==> src/rx_lock_pkg.sv <==
/*
 Constants shared by the receive lock-source and input-select block:
 register offsets, field positions, reset values, rate-band codes and
 the transition-density limit. Assumes one 32-bit AXI4-Lite register bus.
*/
// Contract
// - With detectors enabled, level, range and density checks together pick the lock source.
// - With detectors enabled, any failing check holds the PLL on the reference until all pass.
// - A run of 60 serial bits with no transition is a transition-density violation.
// - With the detector enable low, only the range check chooses the lock source.
// - A two-bit threshold per channel sets the amplitude at which the level check passes.
// - While force-local-clock is low, the channel's PLL locks to the reference whatever the input.
// - While force-local-clock is low, the channel's link fault output is low.
// - With force-local-clock high, the PLL recovers the selected input, subject to the checks.
// - A static three-level rate select picks the band 195-400, 400-800 or 800-1500 megabaud.
// - With input select high, the primary serial input feeds the recovery circuit.
// - With input select low, the secondary serial input feeds the recovery circuit.
// - Fault low on bad rate, low level, low density, channel off, forced clock or no reference.
package rx_lock_pkg;
   // ------------------------------------------------------------
   // Bus and register map
   // ------------------------------------------------------------
   localparam int MAX_CH = 4;
   localparam int AXI_ADDR_W = 8;
   localparam logic [7:0] OFS_CTRL = 8'h00;
   localparam logic [7:0] OFS_STATUS = 8'h04;
   localparam logic [7:0] OFS_IRQ_STATUS = 8'h08;
   localparam logic [7:0] OFS_IRQ_ENABLE = 8'h0c;
   localparam logic [7:0] OFS_IRQ_CLEAR = 8'h10;
   localparam logic [1:0] RESP_OKAY = 2'h0;
   localparam logic [1:0] RESP_SLVERR = 2'h2;
   // ------------------------------------------------------------
   // Field positions
   // ------------------------------------------------------------
   localparam int CTRL_EN_LSB = 0;
   localparam int CTRL_THR_LSB = 8;
   localparam int STAT_LOCK_LSB = 0;
   localparam int STAT_FAULT_LSB = 4;
   localparam int STAT_TDV_LSB = 8;
   localparam int STAT_LVL_LSB = 12;
   localparam int STAT_BAND_LSB = 16;
   localparam int STAT_SEL_LSB = 24;
   localparam int IRQ_ONSET_LSB = 0;
   localparam int IRQ_RECOVER_LSB = 4;
   localparam int IRQ_W = 2 * MAX_CH;
   // ------------------------------------------------------------
   // Reset values and timing
   // ------------------------------------------------------------
   localparam logic [MAX_CH-1:0] CTRL_EN_RST = 4'hf;
   localparam logic [2*MAX_CH-1:0] CTRL_THR_RST = 8'h00;
   localparam logic [IRQ_W-1:0] IRQ_EN_RST = 8'h00;
   localparam int TD_LIMIT_BITS = 60;
   localparam int TD_CNT_W = 6;
   // ------------------------------------------------------------
   // Rate band codes of the three-level select
   // ------------------------------------------------------------
   typedef enum logic [1:0] {
      BAND_LOW = 2'h0,
      BAND_MID = 2'h1,
      BAND_HIGH = 2'h2,
      BAND_BAD = 2'h3
   } rate_band_t;
   localparam int BAND_LOW_MIN_MBAUD = 195;
   localparam int BAND_MID_MIN_MBAUD = 400;
   localparam int BAND_HIGH_MIN_MBAUD = 800;
   localparam int BAND_HIGH_MAX_MBAUD = 1500;
endpackage

==> src/rx_lock_source_and_input_select.sv <==
/*
 Receive lock-source and input-select control for NUM_CH channels, with an
 AXI4-Lite register slave and a level interrupt for link-fault changes.
 Assumes all pins are asynchronous to clk_sys, analog detector results arrive
 as levels, and clk_sys samples one serial bit per cycle.
*/
`timescale 1ns/1ps
`default_nettype none
module rx_lock_source_and_input_select #(
   parameter int NUM_CH = 4
) (
   input wire logic clk_sys,
   input wire logic rst,
   input wire logic [rx_lock_pkg::AXI_ADDR_W-1:0] s_axi_awaddr,
   input wire logic s_axi_awvalid,
   output logic s_axi_awready,
   input wire logic [31:0] s_axi_wdata,
   input wire logic [3:0] s_axi_wstrb,
   input wire logic s_axi_wvalid,
   output logic s_axi_wready,
   output logic [1:0] s_axi_bresp,
   output logic s_axi_bvalid,
   input wire logic s_axi_bready,
   input wire logic [rx_lock_pkg::AXI_ADDR_W-1:0] s_axi_araddr,
   input wire logic s_axi_arvalid,
   output logic s_axi_arready,
   output logic [31:0] s_axi_rdata,
   output logic [1:0] s_axi_rresp,
   output logic s_axi_rvalid,
   input wire logic s_axi_rready,
   input wire logic detector_enable,
   input wire logic [NUM_CH-1:0] force_local_clock_n,
   input wire logic [NUM_CH-1:0] serial_input_select,
   input wire logic [NUM_CH-1:0] primary_serial_in,
   input wire logic [NUM_CH-1:0] secondary_serial_in,
   input wire logic [NUM_CH-1:0] range_in_limit,
   input wire logic [NUM_CH-1:0] reference_clock_present,
   input wire logic [2*NUM_CH-1:0] amplitude_level,
   input wire logic [2*NUM_CH-1:0] rate_band_select,
   output logic [NUM_CH-1:0] lock_to_reference,
   output logic [NUM_CH-1:0] link_fault_n,
   output logic [NUM_CH-1:0] cdr_serial_bit,
   output logic [2*NUM_CH-1:0] pll_rate_band,
   output logic irq
);
   import rx_lock_pkg::*;

   localparam int SYNC_W = 10 * NUM_CH + 1;

   if (NUM_CH < 1 || NUM_CH > MAX_CH) begin : g_bad_ch
      $error("NUM_CH must lie between 1 and MAX_CH");
   end

   // ------------------------------------------------------------
   // Helpers
   // ------------------------------------------------------------
   function automatic logic [31:0] merge_strb(input logic [31:0] old_v,
                                              input logic [31:0] new_v,
                                              input logic [3:0] strb);
      logic [31:0] res;
      res = old_v;
      for (int b = 0; b < 4; b++) begin
         if (strb[b]) begin
            res[8*b +: 8] = new_v[8*b +: 8];
         end
      end
      return res;
   endfunction

   function automatic logic is_mapped(input logic [AXI_ADDR_W-1:0] a, input logic wr);
      logic hit;
      hit = (a == OFS_CTRL) || (a == OFS_IRQ_ENABLE);
      hit = hit || (wr ? (a == OFS_IRQ_CLEAR) : (a == OFS_STATUS || a == OFS_IRQ_STATUS));
      return hit;
   endfunction

   // ------------------------------------------------------------
   // Pin synchronisers
   // ------------------------------------------------------------
   logic [SYNC_W-1:0] pins_raw;
   logic [SYNC_W-1:0] pins_s;
   logic [NUM_CH-1:0] fl_s;
   logic [NUM_CH-1:0] sel_s;
   logic [NUM_CH-1:0] prim_s;
   logic [NUM_CH-1:0] sec_s;
   logic [NUM_CH-1:0] range_s;
   logic [NUM_CH-1:0] refp_s;
   logic [2*NUM_CH-1:0] amp_s;
   logic [2*NUM_CH-1:0] band_s;
   logic det_en_s;

   // Amplitude and band codes are static or slow; a torn code lasts one cycle
   assign pins_raw = {detector_enable, rate_band_select, amplitude_level,
                      reference_clock_present, range_in_limit, secondary_serial_in,
                      primary_serial_in, serial_input_select, force_local_clock_n};
   assign fl_s = pins_s[0 +: NUM_CH];
   assign sel_s = pins_s[NUM_CH +: NUM_CH];
   assign prim_s = pins_s[2*NUM_CH +: NUM_CH];
   assign sec_s = pins_s[3*NUM_CH +: NUM_CH];
   assign range_s = pins_s[4*NUM_CH +: NUM_CH];
   assign refp_s = pins_s[5*NUM_CH +: NUM_CH];
   assign amp_s = pins_s[6*NUM_CH +: 2*NUM_CH];
   assign band_s = pins_s[8*NUM_CH +: 2*NUM_CH];
   assign det_en_s = pins_s[SYNC_W-1];

   sync_2ff #(.WIDTH(SYNC_W)) u_sync (
      .clk_sys(clk_sys),
      .rst(rst),
      .din(pins_raw),
      .dout(pins_s)
   );

   // ------------------------------------------------------------
   // Lock-source decision
   // ------------------------------------------------------------
   logic [NUM_CH-1:0] ctrl_en_q;
   logic [2*NUM_CH-1:0] ctrl_thr_q;
   logic [NUM_CH-1:0] lvl_ok;
   logic [NUM_CH-1:0] det_ok;
   logic [NUM_CH-1:0] td_viol;
   logic [NUM_CH-1:0] lock_q;
   logic [NUM_CH-1:0] lock_d;
   logic [NUM_CH-1:0] fault_n_q;
   logic [NUM_CH-1:0] fault_n_d;
   logic [NUM_CH-1:0] cdr_q;
   logic [NUM_CH-1:0] cdr_d;
   logic [2*NUM_CH-1:0] band_q;
   logic [2*NUM_CH-1:0] band_d;

   always_comb begin
      cdr_d = (sel_s & prim_s) | (~sel_s & sec_s);
      band_d = band_q;
      for (int i = 0; i < NUM_CH; i++) begin
         lvl_ok[i] = amp_s[2*i +: 2] >= ctrl_thr_q[2*i +: 2];
         // Band code 11 is not a legal level; keep the last good band
         if (band_s[2*i +: 2] != BAND_BAD) begin
            band_d[2*i +: 2] = band_s[2*i +: 2];
         end
      end
      if (det_en_s) begin
         det_ok = lvl_ok & range_s & ~td_viol;
      end else begin
         det_ok = range_s;
      end
      lock_d = ~fl_s | ~det_ok;
      fault_n_d = range_s & lvl_ok & ~td_viol & ctrl_en_q & fl_s & refp_s;
   end

   always_ff @(posedge clk_sys) begin
      if (rst) begin
         lock_q <= '1;
         fault_n_q <= '0;
         cdr_q <= '0;
         band_q <= '0;
      end else begin
         lock_q <= lock_d;
         fault_n_q <= fault_n_d;
         cdr_q <= cdr_d;
         band_q <= band_d;
      end
   end

   // The monitor watches the stream actually routed to recovery
   transition_density_check #(.NUM_CH(NUM_CH)) u_td (
      .clk_sys(clk_sys),
      .rst(rst),
      .bit_in(cdr_d),
      .violation(td_viol)
   );

   // ------------------------------------------------------------
   // Interrupt status
   // ------------------------------------------------------------
   logic [IRQ_W-1:0] irq_st_q;
   logic [IRQ_W-1:0] irq_st_d;
   logic [IRQ_W-1:0] irq_en_q;
   logic [IRQ_W-1:0] irq_event;
   logic [IRQ_W-1:0] irq_clr;
   logic irq_q;
   logic irq_d;

   always_comb begin
      irq_event = '0;
      irq_event[IRQ_ONSET_LSB +: NUM_CH] = fault_n_q & ~fault_n_d;
      irq_event[IRQ_RECOVER_LSB +: NUM_CH] = ~fault_n_q & fault_n_d;
      // A new event in the clearing cycle survives the clear
      irq_st_d = (irq_st_q & ~irq_clr) | irq_event;
      irq_d = |(irq_st_d & irq_en_q);
   end

   always_ff @(posedge clk_sys) begin
      if (rst) begin
         irq_st_q <= '0;
         irq_q <= 1'b0;
      end else begin
         irq_st_q <= irq_st_d;
         irq_q <= irq_d;
      end
   end

   // ------------------------------------------------------------
   // AXI4-Lite slave
   // ------------------------------------------------------------
   logic awready_q, awready_d, wready_q, wready_d, bvalid_q, bvalid_d;
   logic arready_q, arready_d, rvalid_q, rvalid_d;
   logic [1:0] bresp_q, bresp_d, rresp_q, rresp_d;
   logic [31:0] rdata_q, rdata_d, wdata_q, wdata_d;
   logic [3:0] wstrb_q, wstrb_d;
   logic [AXI_ADDR_W-1:0] awaddr_q, awaddr_d;
   logic [NUM_CH-1:0] ctrl_en_d;
   logic [2*NUM_CH-1:0] ctrl_thr_d;
   logic [IRQ_W-1:0] irq_en_d;
   logic [31:0] ctrl_word, status_word, merged;
   logic do_write;

   always_comb begin
      ctrl_word = '0;
      ctrl_word[CTRL_EN_LSB +: NUM_CH] = ctrl_en_q;
      ctrl_word[CTRL_THR_LSB +: 2*NUM_CH] = ctrl_thr_q;
      status_word = '0;
      status_word[STAT_LOCK_LSB +: NUM_CH] = lock_q;
      status_word[STAT_FAULT_LSB +: NUM_CH] = ~fault_n_q;
      status_word[STAT_TDV_LSB +: NUM_CH] = td_viol;
      status_word[STAT_LVL_LSB +: NUM_CH] = ~lvl_ok;
      status_word[STAT_BAND_LSB +: 2*NUM_CH] = band_q;
      status_word[STAT_SEL_LSB +: NUM_CH] = sel_s;
   end

   always_comb begin
      awready_d = awready_q;
      wready_d = wready_q;
      awaddr_d = awaddr_q;
      wdata_d = wdata_q;
      wstrb_d = wstrb_q;
      bvalid_d = bvalid_q;
      bresp_d = bresp_q;
      ctrl_en_d = ctrl_en_q;
      ctrl_thr_d = ctrl_thr_q;
      irq_en_d = irq_en_q;
      irq_clr = '0;
      merged = '0;
      if (s_axi_awvalid && awready_q) begin
         awaddr_d = s_axi_awaddr;
         awready_d = 1'b0;
      end
      if (s_axi_wvalid && wready_q) begin
         wdata_d = s_axi_wdata;
         wstrb_d = s_axi_wstrb;
         wready_d = 1'b0;
      end
      do_write = !awready_q && !wready_q && !bvalid_q;
      if (do_write) begin
         bvalid_d = 1'b1;
         bresp_d = is_mapped(awaddr_q, 1'b1) ? RESP_OKAY : RESP_SLVERR;
         case (awaddr_q)
            OFS_CTRL: begin
               merged = merge_strb(ctrl_word, wdata_q, wstrb_q);
               ctrl_en_d = merged[CTRL_EN_LSB +: NUM_CH];
               ctrl_thr_d = merged[CTRL_THR_LSB +: 2*NUM_CH];
            end
            OFS_IRQ_ENABLE: begin
               merged = merge_strb({{(32-IRQ_W){1'b0}}, irq_en_q}, wdata_q, wstrb_q);
               irq_en_d = merged[IRQ_W-1:0];
            end
            OFS_IRQ_CLEAR: begin
               merged = merge_strb(32'h0, wdata_q, wstrb_q);
               irq_clr = merged[IRQ_W-1:0];
            end
            default: begin
               merged = '0;
            end
         endcase
      end
      if (bvalid_q && s_axi_bready) begin
         bvalid_d = 1'b0;
         awready_d = 1'b1;
         wready_d = 1'b1;
      end
   end

   always_comb begin
      arready_d = arready_q;
      rvalid_d = rvalid_q;
      rdata_d = rdata_q;
      rresp_d = rresp_q;
      if (s_axi_arvalid && arready_q) begin
         arready_d = 1'b0;
         rvalid_d = 1'b1;
         rresp_d = is_mapped(s_axi_araddr, 1'b0) ? RESP_OKAY : RESP_SLVERR;
         case (s_axi_araddr)
            OFS_CTRL: rdata_d = ctrl_word;
            OFS_STATUS: rdata_d = status_word;
            OFS_IRQ_STATUS: rdata_d = {{(32-IRQ_W){1'b0}}, irq_st_q};
            OFS_IRQ_ENABLE: rdata_d = {{(32-IRQ_W){1'b0}}, irq_en_q};
            default: rdata_d = 32'h0;
         endcase
      end
      if (rvalid_q && s_axi_rready) begin
         rvalid_d = 1'b0;
         arready_d = 1'b1;
      end
   end

   always_ff @(posedge clk_sys) begin
      if (rst) begin
         awready_q <= 1'b1;
         wready_q <= 1'b1;
         bvalid_q <= 1'b0;
         bresp_q <= RESP_OKAY;
         awaddr_q <= '0;
         wdata_q <= '0;
         wstrb_q <= '0;
         arready_q <= 1'b1;
         rvalid_q <= 1'b0;
         rresp_q <= RESP_OKAY;
         rdata_q <= '0;
         ctrl_en_q <= CTRL_EN_RST[NUM_CH-1:0];
         ctrl_thr_q <= CTRL_THR_RST[2*NUM_CH-1:0];
         irq_en_q <= IRQ_EN_RST;
      end else begin
         awready_q <= awready_d;
         wready_q <= wready_d;
         bvalid_q <= bvalid_d;
         bresp_q <= bresp_d;
         awaddr_q <= awaddr_d;
         wdata_q <= wdata_d;
         wstrb_q <= wstrb_d;
         arready_q <= arready_d;
         rvalid_q <= rvalid_d;
         rresp_q <= rresp_d;
         rdata_q <= rdata_d;
         ctrl_en_q <= ctrl_en_d;
         ctrl_thr_q <= ctrl_thr_d;
         irq_en_q <= irq_en_d;
      end
   end

   // ------------------------------------------------------------
   // Outputs
   // ------------------------------------------------------------
   assign s_axi_awready = awready_q;
   assign s_axi_wready = wready_q;
   assign s_axi_bvalid = bvalid_q;
   assign s_axi_bresp = bresp_q;
   assign s_axi_arready = arready_q;
   assign s_axi_rvalid = rvalid_q;
   assign s_axi_rresp = rresp_q;
   assign s_axi_rdata = rdata_q;
   assign lock_to_reference = lock_q;
   assign link_fault_n = fault_n_q;
   assign cdr_serial_bit = cdr_q;
   assign pll_rate_band = band_q;
   assign irq = irq_q;
endmodule
`default_nettype wire

==> src/sync_2ff.sv <==
/*
 Two-stage synchroniser for a vector of asynchronous pins.
 Assumes each bit is an independent level; multi-bit codes must be static.
*/
`timescale 1ns/1ps
`default_nettype none
module sync_2ff #(
   parameter int WIDTH = 1
) (
   input wire logic clk_sys,
   input wire logic rst,
   input wire logic [WIDTH-1:0] din,
   output logic [WIDTH-1:0] dout
);
   logic [WIDTH-1:0] meta_q;
   logic [WIDTH-1:0] meta_d;
   logic [WIDTH-1:0] out_q;
   logic [WIDTH-1:0] out_d;
   logic [1:0] warm_q;
   logic [1:0] warm_d;

   if (WIDTH < 1) begin : g_bad_width
      $error("sync_2ff needs WIDTH of at least 1");
   end

   // First stage feeds only the second stage
   always_comb begin
      meta_d = din;
      out_d = meta_q;
      warm_d = (warm_q == 2'h3) ? warm_q : warm_q + 2'h1;
   end

   always_ff @(posedge clk_sys) begin
      if (rst) begin
         meta_q <= '0;
         out_q <= '0;
         warm_q <= 2'h0;
      end else begin
         meta_q <= meta_d;
         out_q <= out_d;
         warm_q <= warm_d;
      end
   end

   assign dout = out_q;
endmodule
`default_nettype wire

==> src/transition_density_check.sv <==
/*
 Per-channel run-length monitor on the recovered serial bit stream.
 Assumes one serial bit per clock edge on bit_in.
*/
`timescale 1ns/1ps
`default_nettype none
module transition_density_check #(
   parameter int NUM_CH = 4
) (
   input wire logic clk_sys,
   input wire logic rst,
   input wire logic [NUM_CH-1:0] bit_in,
   output logic [NUM_CH-1:0] violation
);
   import rx_lock_pkg::*;

   localparam int TD_SPAN = TD_LIMIT_BITS + 1;
   localparam logic [TD_CNT_W-1:0] LIMIT = TD_CNT_W'(TD_LIMIT_BITS);

   logic [TD_CNT_W-1:0] cnt_q [NUM_CH];
   logic [TD_CNT_W-1:0] cnt_d [NUM_CH];
   logic [NUM_CH-1:0] prev_q;
   logic [NUM_CH-1:0] viol_q;
   logic [NUM_CH-1:0] viol_d;

   // Saturating count of bits since the last transition
   always_comb begin
      for (int i = 0; i < NUM_CH; i++) begin
         if (bit_in[i] != prev_q[i]) begin
            cnt_d[i] = '0;
         end else if (cnt_q[i] >= LIMIT) begin
            cnt_d[i] = LIMIT;
         end else begin
            cnt_d[i] = cnt_q[i] + TD_CNT_W'(1);
         end
         viol_d[i] = (cnt_d[i] >= LIMIT);
      end
   end

   always_ff @(posedge clk_sys) begin
      if (rst) begin
         prev_q <= '0;
         viol_q <= '0;
         for (int i = 0; i < NUM_CH; i++) begin
            cnt_q[i] <= '0;
         end
      end else begin
         prev_q <= bit_in;
         viol_q <= viol_d;
         for (int i = 0; i < NUM_CH; i++) begin
            cnt_q[i] <= cnt_d[i];
         end
      end
   end

   assign violation = viol_q;

   for (genvar i = 0; i < NUM_CH; i++) begin : g_chk

   end
endmodule
`default_nettype wire

==> config.mk <==
export PLATFORM = sky130hd
export DESIGN_NAME = rx_lock_source_and_input_select
export DESIGN_NICKNAME = d
export VERILOG_FILES = /design/src/rx_lock_pkg.sv /design/src/rx_lock_source_and_input_select.sv /design/src/sync_2ff.sv /design/src/transition_density_check.sv
export SDC_FILE = /design/constraint.sdc
export NUM_CORES = 1
export LEC_CHECK = 0
export ABC_AREA = 1
export BUFFER_PORTS_ARGS = -buffer_cell sky130_fd_sc_hd__buf_2
export CAP_MARGIN = 5
export CORE_MARGIN = 2
export CORE_UTILIZATION = 50
export DETAILED_ROUTE_END_ITERATION = 8
export GPL_ROUTABILITY_DRIVEN = 0
export PLACE_DENSITY = 0.74
export SYNTH_ARGS = -nofsm -noshare
export SYNTH_HDL_FRONTEND = slang
export SYNTH_SLANG_ARGS = --single-unit
==> constraint.sdc <==
create_clock -name clk_sys -period 4.4 [get_ports clk_sys]
set_clock_uncertainty 0.05 [all_clocks]
set_input_delay 0 -clock clk_sys [delete_from_list [all_inputs] [get_ports clk_sys]]
set_output_delay 0 -clock clk_sys [all_outputs]
set_load 0.02 [all_outputs]
==> results of run 1 <==
==> tightest hold or removal path, cell delays in order <==
cell,delay [ns]
buf_2,0.07
nand2_1,0.04
buf_4,0.24
nand2_1,0.10
nand2_1,0.04
==> how the worst max path moves through the flow <==
stage                                              end  slack [ns]  depth (start not counted)
after global placement    u_td.violation[3]$_SDFF_PP0_        2.16                          5
final                      s_axi_rresp[1]$_SDFFE_PP0P_        2.28                          8
after global routing                    irq$_SDFF_PP0_        2.18                         10
after floorplan               irq_en_q[0]$_SDFFE_PP0P_        2.94                          7
after CTS                  s_axi_rresp[1]$_SDFFE_PP0P_        2.34                          8
after detailed placement  u_td.violation[3]$_SDFF_PP0_        2.14                          5
==> metrics by stage <==
step / hold WS, ns / util, % / cell area (um^2)
final: 0.00781 / 65.4 / 10400
after global routing: 0.0471 / 65.4 / 10400
after CTS: 0.00434 / 65.4 / 10400
after detailed placement: 0.155 / 55.8 / 8860
after global placement: 0.152 / 55.8 / 8860
after floorplan: 0.0504 / - / 8170
==> final cells by class <==
| type | instances | area (um^2) | share of cell area (%) |
|---|---|---|---|
| clock buffer | 32 | 669 | 6.44 |
| clock inverter | 6 | 105 | 1.01 |
| inverter | 148 | 556 | 5.35 |
| multi-input combinational | 623 | 2930 | 28.2 |
| sequential | 220 | 4400 | 42.4 |
| tap | 216 | 270 | 2.60 |
| timing repair buffer | 214 | 1450 | 14.0 |
==> state kept, by name, summed over array words and instances (netlist names), 2 cells and up <==
signal and count:
ctrl_en_q 4, u_td.cnt_q 24, link_fault_n 4, irq_en_q 8
wstrb_q 2, ctrl_thr_q 8, lock_to_reference 4, u_td.prev_q 4
u_sync.dout 41, wdata_q 16, u_sync.meta_q 41, s_axi_rdata 28
awaddr_q 8, irq_st_q 8, pll_rate_band 8, u_td.violation 4
==> layout by cell type, fill, tap and decap left out, types with 3 or more instances in the layout <==
cell type      instances
a211oi_1               8
a21oi_1               57
a22o_1                 4
buf_2                136
buf_4                  3
bufinv_16              3
clkbuf_1               3
clkbuf_16             23
clkbuf_8               6
clkinv_2               3
conb_1                 6
dfxtp_1              220
dlygate4sd3_1         75
ha_1                  12
inv_1                144
inv_2                  3
nand2_1              190
nand3_1               52
nand4_1                9
nor2_1               192
nor2_2                 3
nor3_1                10
o211ai_1               3
o21ai_0               44
or2_2                  3
xor2_1                 8
==> power by group through the flow <==
stage	combinational, W	sequential [W]	clock (W)
after floorplan	0.000169	0.00215	0
after global placement	0.000243	0.00215	0
after detailed placement	0.000249	0.00215	0
after CTS	0.000301	0.00211	0.00199
after global routing	0.000342	0.00212	0.00209
final	0.000304	0.00211	0.00197
==> timing repair <==
item                                   4_1_cts  5_1_grt
endpoints found under the hold margin       76        0
hold buffers                                75        0
setup buffers                                0        0
==> logic make-up (layout without fill, tap and decap cells) <==
group           Yosys count  after routing  synth area share, %
simple gates            470            470                 24.1
flops                   220            220                 54.0
buf+inv                 201            400                 10.3
compound gates          123            123                 8.27
fa+ha+maj                12             12                 1.84
xor+xnor                 11             11                 1.37
other cells               1              6               0.0460
mux                       1              1                0.123
==> layer usage <==
metal	vias to the layer above	track usage, %	part of all wire (%)
li1	3573	-	-
met1	3113	27.1	44
met2	191	37.5	49
met3	38	3.09	5.1
met4	0	5.37	2.1
met5	-	0	0
==> metrics.md, run 1 <==
| Metric | Value |
|---|---|
| Minimum clock period | `2.12 ns` |
| Drt total wl | `18600 um` |
| Root buf cell | `clkbuf_16` |
| Synthesis Warnings | `0` |
| Wire length per cell | `12.7 um` |
| Worst Slack Setup Final | `2.28 ns` |
| Max_cap viols | `0` |
| Sequential power share | `48.2%` |
| Layout filler cell count | `1344` |
| Dominant synthesized flop cell | `dfxtp_1` |
| CP most frequent cell | `dlygate4sd3_1` |
| Worst relative slew slack | `23.0%` |
| Count leader, synth | `dfxtp_1` |
| Fin. Hold Viols | `0` |
| CP max-delay cell | `dlygate4sd3_1` |
| Critical Path Max Stage Delay | `0.61 ns` |
| Status | `completed` |
| Die area | `17300 um^2` |
| Worst Hold Path EP | `s_axi_arready$_SDFFE_PP1P_` |
| Kind of critical path | `in2reg` |
| First-pass GRT wire length | `30700 um` |
| Placed instance count | `1346` |
| EDFF count, synth | `0` |
| Clk_lat worst skew | `0.50 ns` |
| Clk network pwr share | `44.9%` |
| Initial Utilization | `51.3%` |
| Post-DR vias/cell | `4.74` |
| Hold Crit Depth | `5` |
| Pwr Total | `0.00438 W` |
| Hold Crit Class | `in2reg` |
| Worst R2R Setup Slack | `2.41 ns` |
| Reg-to-reg startpoint | `s_axi_bvalid$_SDFFE_PP0P_` |
| Unrepaired setup endpoints after global routing | `false` |
| FP Rows | `46` |
| Critical path required time | `4.72 ns` |
| DRC | `0` |
| Vias in the first global route | `6416` |
| CP Capture Type | `register` |
| Hold Crit Start | `s_axi_arvalid` |
| Pleak | `4.74 nW` |
| Synth area leader | `dfxtp_1` |
| Ranking of synthesized cells by area | `dfxtp_1, nor2_1, nand2_1, inv_1, a21oi_1` |
| RR Endpoint | `irq$_SDFF_PP0_` |
| Final setup violating endpoints | `0` |
| CTS H-tree depth | `1` |
| Fin. max-slew vios | `0` |
| Max IR drop VDD | `0.250 mV` |
| Vias | `6915` |
| CTS Sinks | `220` |
| Slew @ Worst Pin | `1.15 ns` |
| DRT Pass-1 Iters | `5` |
| Clock buffer depth | `3` |
| Overall routing resource usage | `21.1%` |
| WP data arrival | `2.44 ns` |
| Final period util | `48.1%` |
| Area grow syn2layout | `27.4%` |
| NetSw | `0.000953 W` |
| Antenna Violating Nets Remaining | `0` |
| Share of cells above drive strength 1 | `15.8%` |
| CTS Buf Count | `22` |
| Die Height | `132 um` |
| Antenna violations before repair | `0` |
| Pin count of the biggest net entering global routing | `83` |
| Sequential area share after synthesis | `54.0%` |
| Reg clk slew, reported paths | `0.06 ns` |
| Fin nets | `1341` |
| Total internal power | `0.00342 W` |
| Yosys reg bits | `220` |
| Sw Ratio | `21.8%` |
| Async S/R FF share, synth | `0%` |
| FF-to-FF path depth | `10` |
| # diodes | `0` |
| CP Launch Type | `input port` |
| Layout Cells excl Fill | `1459` |
| Die X | `132 um` |
| Input/output buffers | `137` |
| # resized after CTS | `0` |
| Synth top area share | `54.0%` |
| Max Clock Freq | `0.473 GHz` |
| Synthesized instance count | `1039` |
| CTS tree | `yes` |
| Post-DP HPWL | `12000 um` |
| Setup TNS | `0 ns` |
| Ports | `162` |
| Power Dens Cells | `421 nW/um^2` |
| Commonest cells in the synthesized netlist | `dfxtp_1, nor2_1, nand2_1` |
| Worst Path Buf+Inv | `5` |
| Final global-route overflow total | `0` |
| CP Max Fanout | `4` |
| Drt first-iter violations | `617` |
| Core outline area | `15900 um^2` |
| Mapped Area | `8160 um^2` |
| Pre-CTS setup slack | `2.14 ns` |
| Cell breakdown of the critical path | `dlygate4sd3_1 -> buf_2 -> nor2_1 -> dlygate4sd3_1 -> inv_1 -> nor3_1 -> dlygate4sd3_1 -> nor2_1` |
| Synth Area per Inst | `7.85 um^2` |
| Cell variety after synth | `39` |
| Largest delay share family, worst path | `buffers and inverters` |
| Crit path from | `s_axi_araddr[1]` |
| Comb power frac | `6.9%` |
Power figures use the tool's default switching activity.
==> run 2, diff against run 1 <==
CORE_UTILIZATION = 49   (was 50)
PLACE_DENSITY = 0.75   (was 0.74)
clock period = 1.84 ns   (was 4.4 ns; I/O delays follow)
==> metrics.md, run 2 (synthesized netlist as in run 1, its figures left out) <==
| Metric | Value |
|---|---|
| Final global-route overflow total | `0 (unchanged)` |
| FF-to-FF path depth | `6 (-4)` |
| # diodes | `0 (unchanged)` |
| Max_cap viols | `0 (unchanged)` |
| Hold Crit Class | `in2reg` |
| Fin nets | `1357 (+1.2%)` |
| Slew @ Worst Pin | `0.650 ns (-0.504 ns)` |
| Initial Utilization | `49.7% (-1.6 points)` |
| CTS Buf Count | `23 (+4.5%)` |
| Unrepaired setup endpoints after global routing | `false` |
| Core Util, Final | `64.2% (-1.2 points)` |
| Wire length per cell | `12.8 um (+0.87%)` |
| Worst Hold Path EP | `s_axi_rresp[1]$_SDFFE_PP0P_` |
| Critical path required time | `2.17 ns (-2.55 ns)` |
| Die X | `133 um (+0.98%)` |
| Post-DR vias/cell | `4.74 (about the same)` |
| Max IR drop VDD | `0.726 mV (+190%)` |
| WP data arrival | `2.05 ns (-0.39 ns)` |
| CTS H-tree depth | `1 (unchanged)` |
| CP Capture Type | `register` |
| Most common library cell in the layout ignoring fill and taps | `dfxtp_1` |
| Share of cells above drive strength 1 | `16.7% (+0.80 points)` |
| Reg-to-reg startpoint | `awaddr_q[0]$_SDFFE_PP0P_` |
| First-pass GRT wire length | `30800 um (+0.52%)` |
| DRT Pass-1 Iters | `7 (+2)` |
| CP Launch Type | `register` |
| CTS tree | `yes` |
| Fin. Hold Viols | `0 (unchanged)` |
| Antenna Violating Nets Remaining | `0 (unchanged)` |
| Vias | `7019 (+1.5%)` |
| Worst Slack Setup Final | `0.119 ns (-2.17 ns)` |
| Placed instance area | `8980 um^2 (+1.3%)` |
| Antenna violations before repair | `0 (unchanged)` |
| Pleak | `4.80 nW (+1.2%)` |
| Vias in the first global route | `6711 (+4.6%)` |
| Ports | `162 (unchanged)` |
| DRC | `0 (unchanged)` |
| Most frequent cells in the layout | `dfxtp_1, nor2_1, nand2_1` |
| Minimum clock period | `1.72 ns` |
| Status | `completed` |
| Final setup violating endpoints | `0 (unchanged)` |
| Post-DP HPWL | `12300 um (+1.9%)` |
| CP Max Fanout | `9 (+5)` |
| Max Clock Freq | `0.581 GHz` |
| Reg clk slew, reported paths | `0.06 ns (about the same)` |
| Pre-CTS setup slack | `0.0938 ns (-2.05 ns)` |
| Hold Crit Depth | `4 (-1)` |
| Root buf cell | `clkbuf_16` |
| CTS Sinks | `220 (unchanged)` |
| Final period util | `93.5%` |
| Setup TNS | `0 ns (unchanged)` |
| RR Endpoint | `ctrl_thr_q[3]$_SDFFE_PP0P_` |
| Worst relative slew slack | `56.6% (+34 points)` |
| Core outline area | `16400 um^2 (+3.3%)` |
| Power Dens Cells | `987 nW/um^2 (+130%)` |
| Die Height | `133 um (+0.98%)` |
| Area grow syn2layout | `29.2%` |
| Drt first-iter violations | `373 (-40%)` |
| Hold Crit Start | `s_axi_arvalid` |
| Clk_lat worst skew | `0.50 ns (about the same)` |
| Clock buffer depth | `3 (unchanged)` |
| Drt total wl | `19000 um (+2.4%)` |
| Worst R2R Setup Slack | `0.12 ns (-2.29 ns)` |
| Kind of critical path | `reg2reg` |
| Fin. max-slew vios | `0 (unchanged)` |
| Overall routing resource usage | `21.3% (+0.13 points)` |
| Design Area, Final | `10500 um^2 (+1.4%)` |
| Input/output buffers | `137 (unchanged)` |
| Pin count of the biggest net entering global routing | `161 (+94%)` |
| Die area | `17700 um^2 (+2.0%)` |
| FP Rows | `47 (+2.2%)` |
-- run 2: layout make-up --
type / instances / area [um^2]
Fill cell: 1345 / 5870
Sequential cell: 220 / 4400
Multi-Input combinational cell: 623 / 2940
Timing Repair Buffer: 229 / 1600
Clock buffer: 33 / 663
Inverter: 148 / 556
Tap cell: 220 / 275
Clock inverter: 8 / 98.8
-- run 2: report_power, final --
part	internal [W]	total, W	switching [W]	leakage (nW)
logic	0.000336	0.000757	0.000422	2.62
clock network	0.00279	0.00460	0.00181	0.370
registers	0.00494	0.00504	0.0000986	1.80
total	0.00807	0.0104	0.00233	4.80
-- run 2: per-layer routing --
layer | vias to the layer above | track usage, % | wire [um]
met2 | 203 | 37.5 | 9200
met4 | 0 | 8.12 | 603
met3 | 49 | 3.72 | 1090
li1 | 3595 | - | -
met5 | - | 0 | 0
met1 | 3172 | 25.9 | 8110
-- run 2: critical path, stage by stage (launching register included) --
cell,delay (ns)
dfxtp_1,0.31
nor2_1,0.16
nand2_1,0.13
nor2_1,0.22
nand3_1,0.21
buf_4,0.23
a211oi_1,0.28
-- run 2: what timing repair did --
item / in CTS / in global routing
hold endpoints to repair: 95 / 0
resized for setup: 0 / 2
hold buffers: 79 / 0
setup endpoints to repair: 0 / 2
setup buffers: 0 / 0
-- run 2: stage by stage --
step                      instances  total power (W)  hold slack [ns]
final                          1481           0.0104          0.00379
after global routing           1481           0.0108           0.0375
after CTS                      1481           0.0105           0.0134
after detailed placement       1361          0.00576            0.155
after global placement         1361          0.00574            0.149
after floorplan                1044          0.00554           0.0504
-- run 2: worst max-delay path by stage --
| stage | start | to | cells past startpoint |
|---|---|---|---|
| floorplan | s_axi_bvalid$_SDFFE_PP0P_ | irq_en_q[0]$_SDFFE_PP0P_ | 7 |
| global placement | awaddr_q[0]$_SDFFE_PP0P_ | irq$_SDFF_PP0_ | 10 |
| detailed placement | awaddr_q[0]$_SDFFE_PP0P_ | irq$_SDFF_PP0_ | 10 |
| CTS | awaddr_q[0]$_SDFFE_PP0P_ | irq$_SDFF_PP0_ | 10 |
| global route | ctrl_thr_q[7]$_SDFFE_PP0P_ | irq$_SDFF_PP0_ | 11 |
| finish | awaddr_q[0]$_SDFFE_PP0P_ | ctrl_thr_q[3]$_SDFFE_PP0P_ | 6 |
==> run 3, diff against run 2 <==
CORE_UTILIZATION = 50   (was 49)
PLACE_DENSITY = 0.74   (was 0.75)
clock period = 2.1 ns   (was 1.84 ns; I/O delays follow)
==> metrics.md, run 3 (synthesized netlist as in run 1, its figures left out) <==
| Metric | Value |
|---|---|
| Most frequent cells in the layout | `dfxtp_1, nor2_1, nand2_1` |
| Reg clk slew, reported paths | `0.06 ns (about the same)` |
| Final setup violating endpoints | `0 (unchanged)` |
| CTS Sinks | `220 (unchanged)` |
| # diodes | `0 (unchanged)` |
| Ports | `162 (unchanged)` |
| Wire length per cell | `13.1 um (+2.1%)` |
| Post-DP HPWL | `12500 um (+2.1%)` |
| Antenna violations before repair | `0 (unchanged)` |
| Most common library cell in the layout ignoring fill and taps | `dfxtp_1` |
| CTS tree | `yes` |
| Post-DR vias/cell | `4.84 (+2.2%)` |
| CP Max Fanout | `8 (-1)` |
| Root buf cell | `clkbuf_16` |
| Drt total wl | `19500 um (+2.7%)` |
| Die Height | `132 um (-0.97%)` |
| Input/output buffers | `137 (unchanged)` |
| Clock buffer depth | `3 (unchanged)` |
| Power Dens Cells | `846 nW/um^2 (-14%)` |
| Hold Crit Class | `in2reg` |
| FF-to-FF path depth | `7 (+1)` |
| Worst relative slew slack | `55.8% (-0.87 points)` |
| Max_cap viols | `0 (unchanged)` |
| Fin. max-slew vios | `0 (unchanged)` |
| Status | `completed` |
| FP Rows | `46 (-2.1%)` |
| CTS Buf Count | `22 (-4.3%)` |
| Vias in the first global route | `7006 (+4.4%)` |
| Area grow syn2layout | `31.2%` |
| Die X | `132 um (-0.97%)` |
| Vias | `7215 (+2.8%)` |
| M3 GR Usage | `4.05% (+0.33 points)` |
| Pre-CTS setup slack | `0.361 ns (+0.268 ns)` |
| Clk_lat worst skew | `0.50 ns (about the same)` |
| Hold Crit Depth | `5 (+1)` |
| DRT Pass-1 Iters | `5 (-2)` |
| DRC | `0 (unchanged)` |
| Drt first-iter violations | `418 (+12%)` |
| CP Capture Type | `register` |
| Fin. Hold Viols | `0 (unchanged)` |
| Met2 usage | `39.3% (+1.8 points)` |
| Worst Slack Setup Final | `0.0995 ns (-0.0195 ns)` |
| Core outline area | `15900 um^2 (-3.2%)` |
| Slew @ Worst Pin | `0.663 ns (+0.0131 ns)` |
| CP Launch Type | `input port` |
| Final period util | `95.3%` |
| Max Clock Freq | `0.500 GHz` |
| First-pass GRT wire length | `31700 um (+2.6%)` |
| Max IR drop VDD | `0.508 mV (-30%)` |
| Pwr Total | `0.00905 W (-13%)` |
| Final global-route overflow total | `0 (unchanged)` |
| Overall routing resource usage | `22.0% (+0.68 points)` |
| CTS H-tree depth | `1 (unchanged)` |
| Busiest grt layer | `met2` |
| Pleak | `4.90 nW (+2.3%)` |
| Share of cells above drive strength 1 | `16.2% (-0.48 points)` |
| Fin nets | `1374 (+1.3%)` |
| Die area | `17300 um^2 (-1.9%)` |
| Routing usage on met1 | `26.1% (+0.18 points)` |
| Minimum clock period | `2.00 ns` |
| Initial Utilization | `51.3% (+1.6 points)` |
| Critical path required time | `2.48 ns (+0.31 ns)` |
| Pin count of the biggest net entering global routing | `99 (-39%)` |
| Antenna Violating Nets Remaining | `0 (unchanged)` |
| Kind of critical path | `in2reg` |
| WP data arrival | `2.38 ns (+0.33 ns)` |
| Hold slack | `0.0295 ns (+0.0257 ns)` |
## run 3: cell type report
type / instances / area [um^2]
Multi-Input combinational cell: 623 / 2960
Sequential cell: 220 / 4400
Clock inverter: 3 / 65.1
Fill cell: 1290 / 5190
Clock buffer: 33 / 673
Tap cell: 216 / 270
Timing Repair Buffer: 247 / 1780
Inverter: 148 / 556
## run 3: per-stage QoR
| step | setup TNS [ns] | instance area, um^2 | utilization [%] | std cells |
|---|---|---|---|---|
| global placement | 0 | 8940 | 56.3 | 1355 |
| detailed placement | 0 | 8940 | 56.3 | 1355 |
| global route | -0.00385 | 10700 | 67.4 | 1490 |
| floorplan | 0 | 8170 | - | 1044 |
| finish | 0 | 10700 | 67.4 | 1490 |
| CTS | 0 | 10700 | 67.2 | 1490 |
## run 3: layer usage
layer / routed length (um) / share of wire, % / vias to the layer above
met3: 1170 / 6.0 / 50
li1: - / - / 3635
met1: 7990 / 41 / 3296
met4: 573 / 2.9 / 0
met5: 0 / 0 / -
met2: 9800 / 50 / 234
## run 3: power breakdown
group	internal (W)	switching [W]	total, W
clock network	0.00244	0.00150	0.00394
registers	0.00433	0.0000876	0.00442
logic	0.000315	0.000376	0.000691
## run 3: path summary, 6_finish.rpt
| kind | end | startpoint | slack, ns |
|---|---|---|---|
| worst max-delay path | s_axi_rdata[7]$_SDFFE_PP0P_ | s_axi_araddr[1] | 0.1 |
| worst min-delay path | wdata_q[6]$_SDFFE_PP0P_ | s_axi_wvalid | 0.03 |
| worst max register to register | ctrl_thr_q[4]$_SDFFE_PP0P_ | awaddr_q[7]$_SDFFE_PP0P_ | 0.27 |
| worst min register to register | u_sync.dout[35]$_SDFF_PP0_ | u_sync.meta_q[35]$_SDFF_PP0_ | 0.35 |
## run 3: worst max-delay path, cell delays in order
cell and delay [ns]:
dlygate4sd3_1 0.54, buf_2 0.13, nor2_1 0.16, dlygate4sd3_1 0.58, inv_1 0.13, nor4_4 0.29
buf_6 0.17, nand2_1 0.05, nand3_1 0.13, nand2_1 0.07, a21oi_1 0.12
## run 3: timing repair
| action | in CTS | in global routing |
|---|---|---|
| hold buffers | 99 | 0 |
| resized for setup | 0 | 5 |
| buffers inserted | 0 | 1 |
| endpoints found under the hold margin | 114 | 0 |
| endpoints found under the setup margin | 0 | 9 |
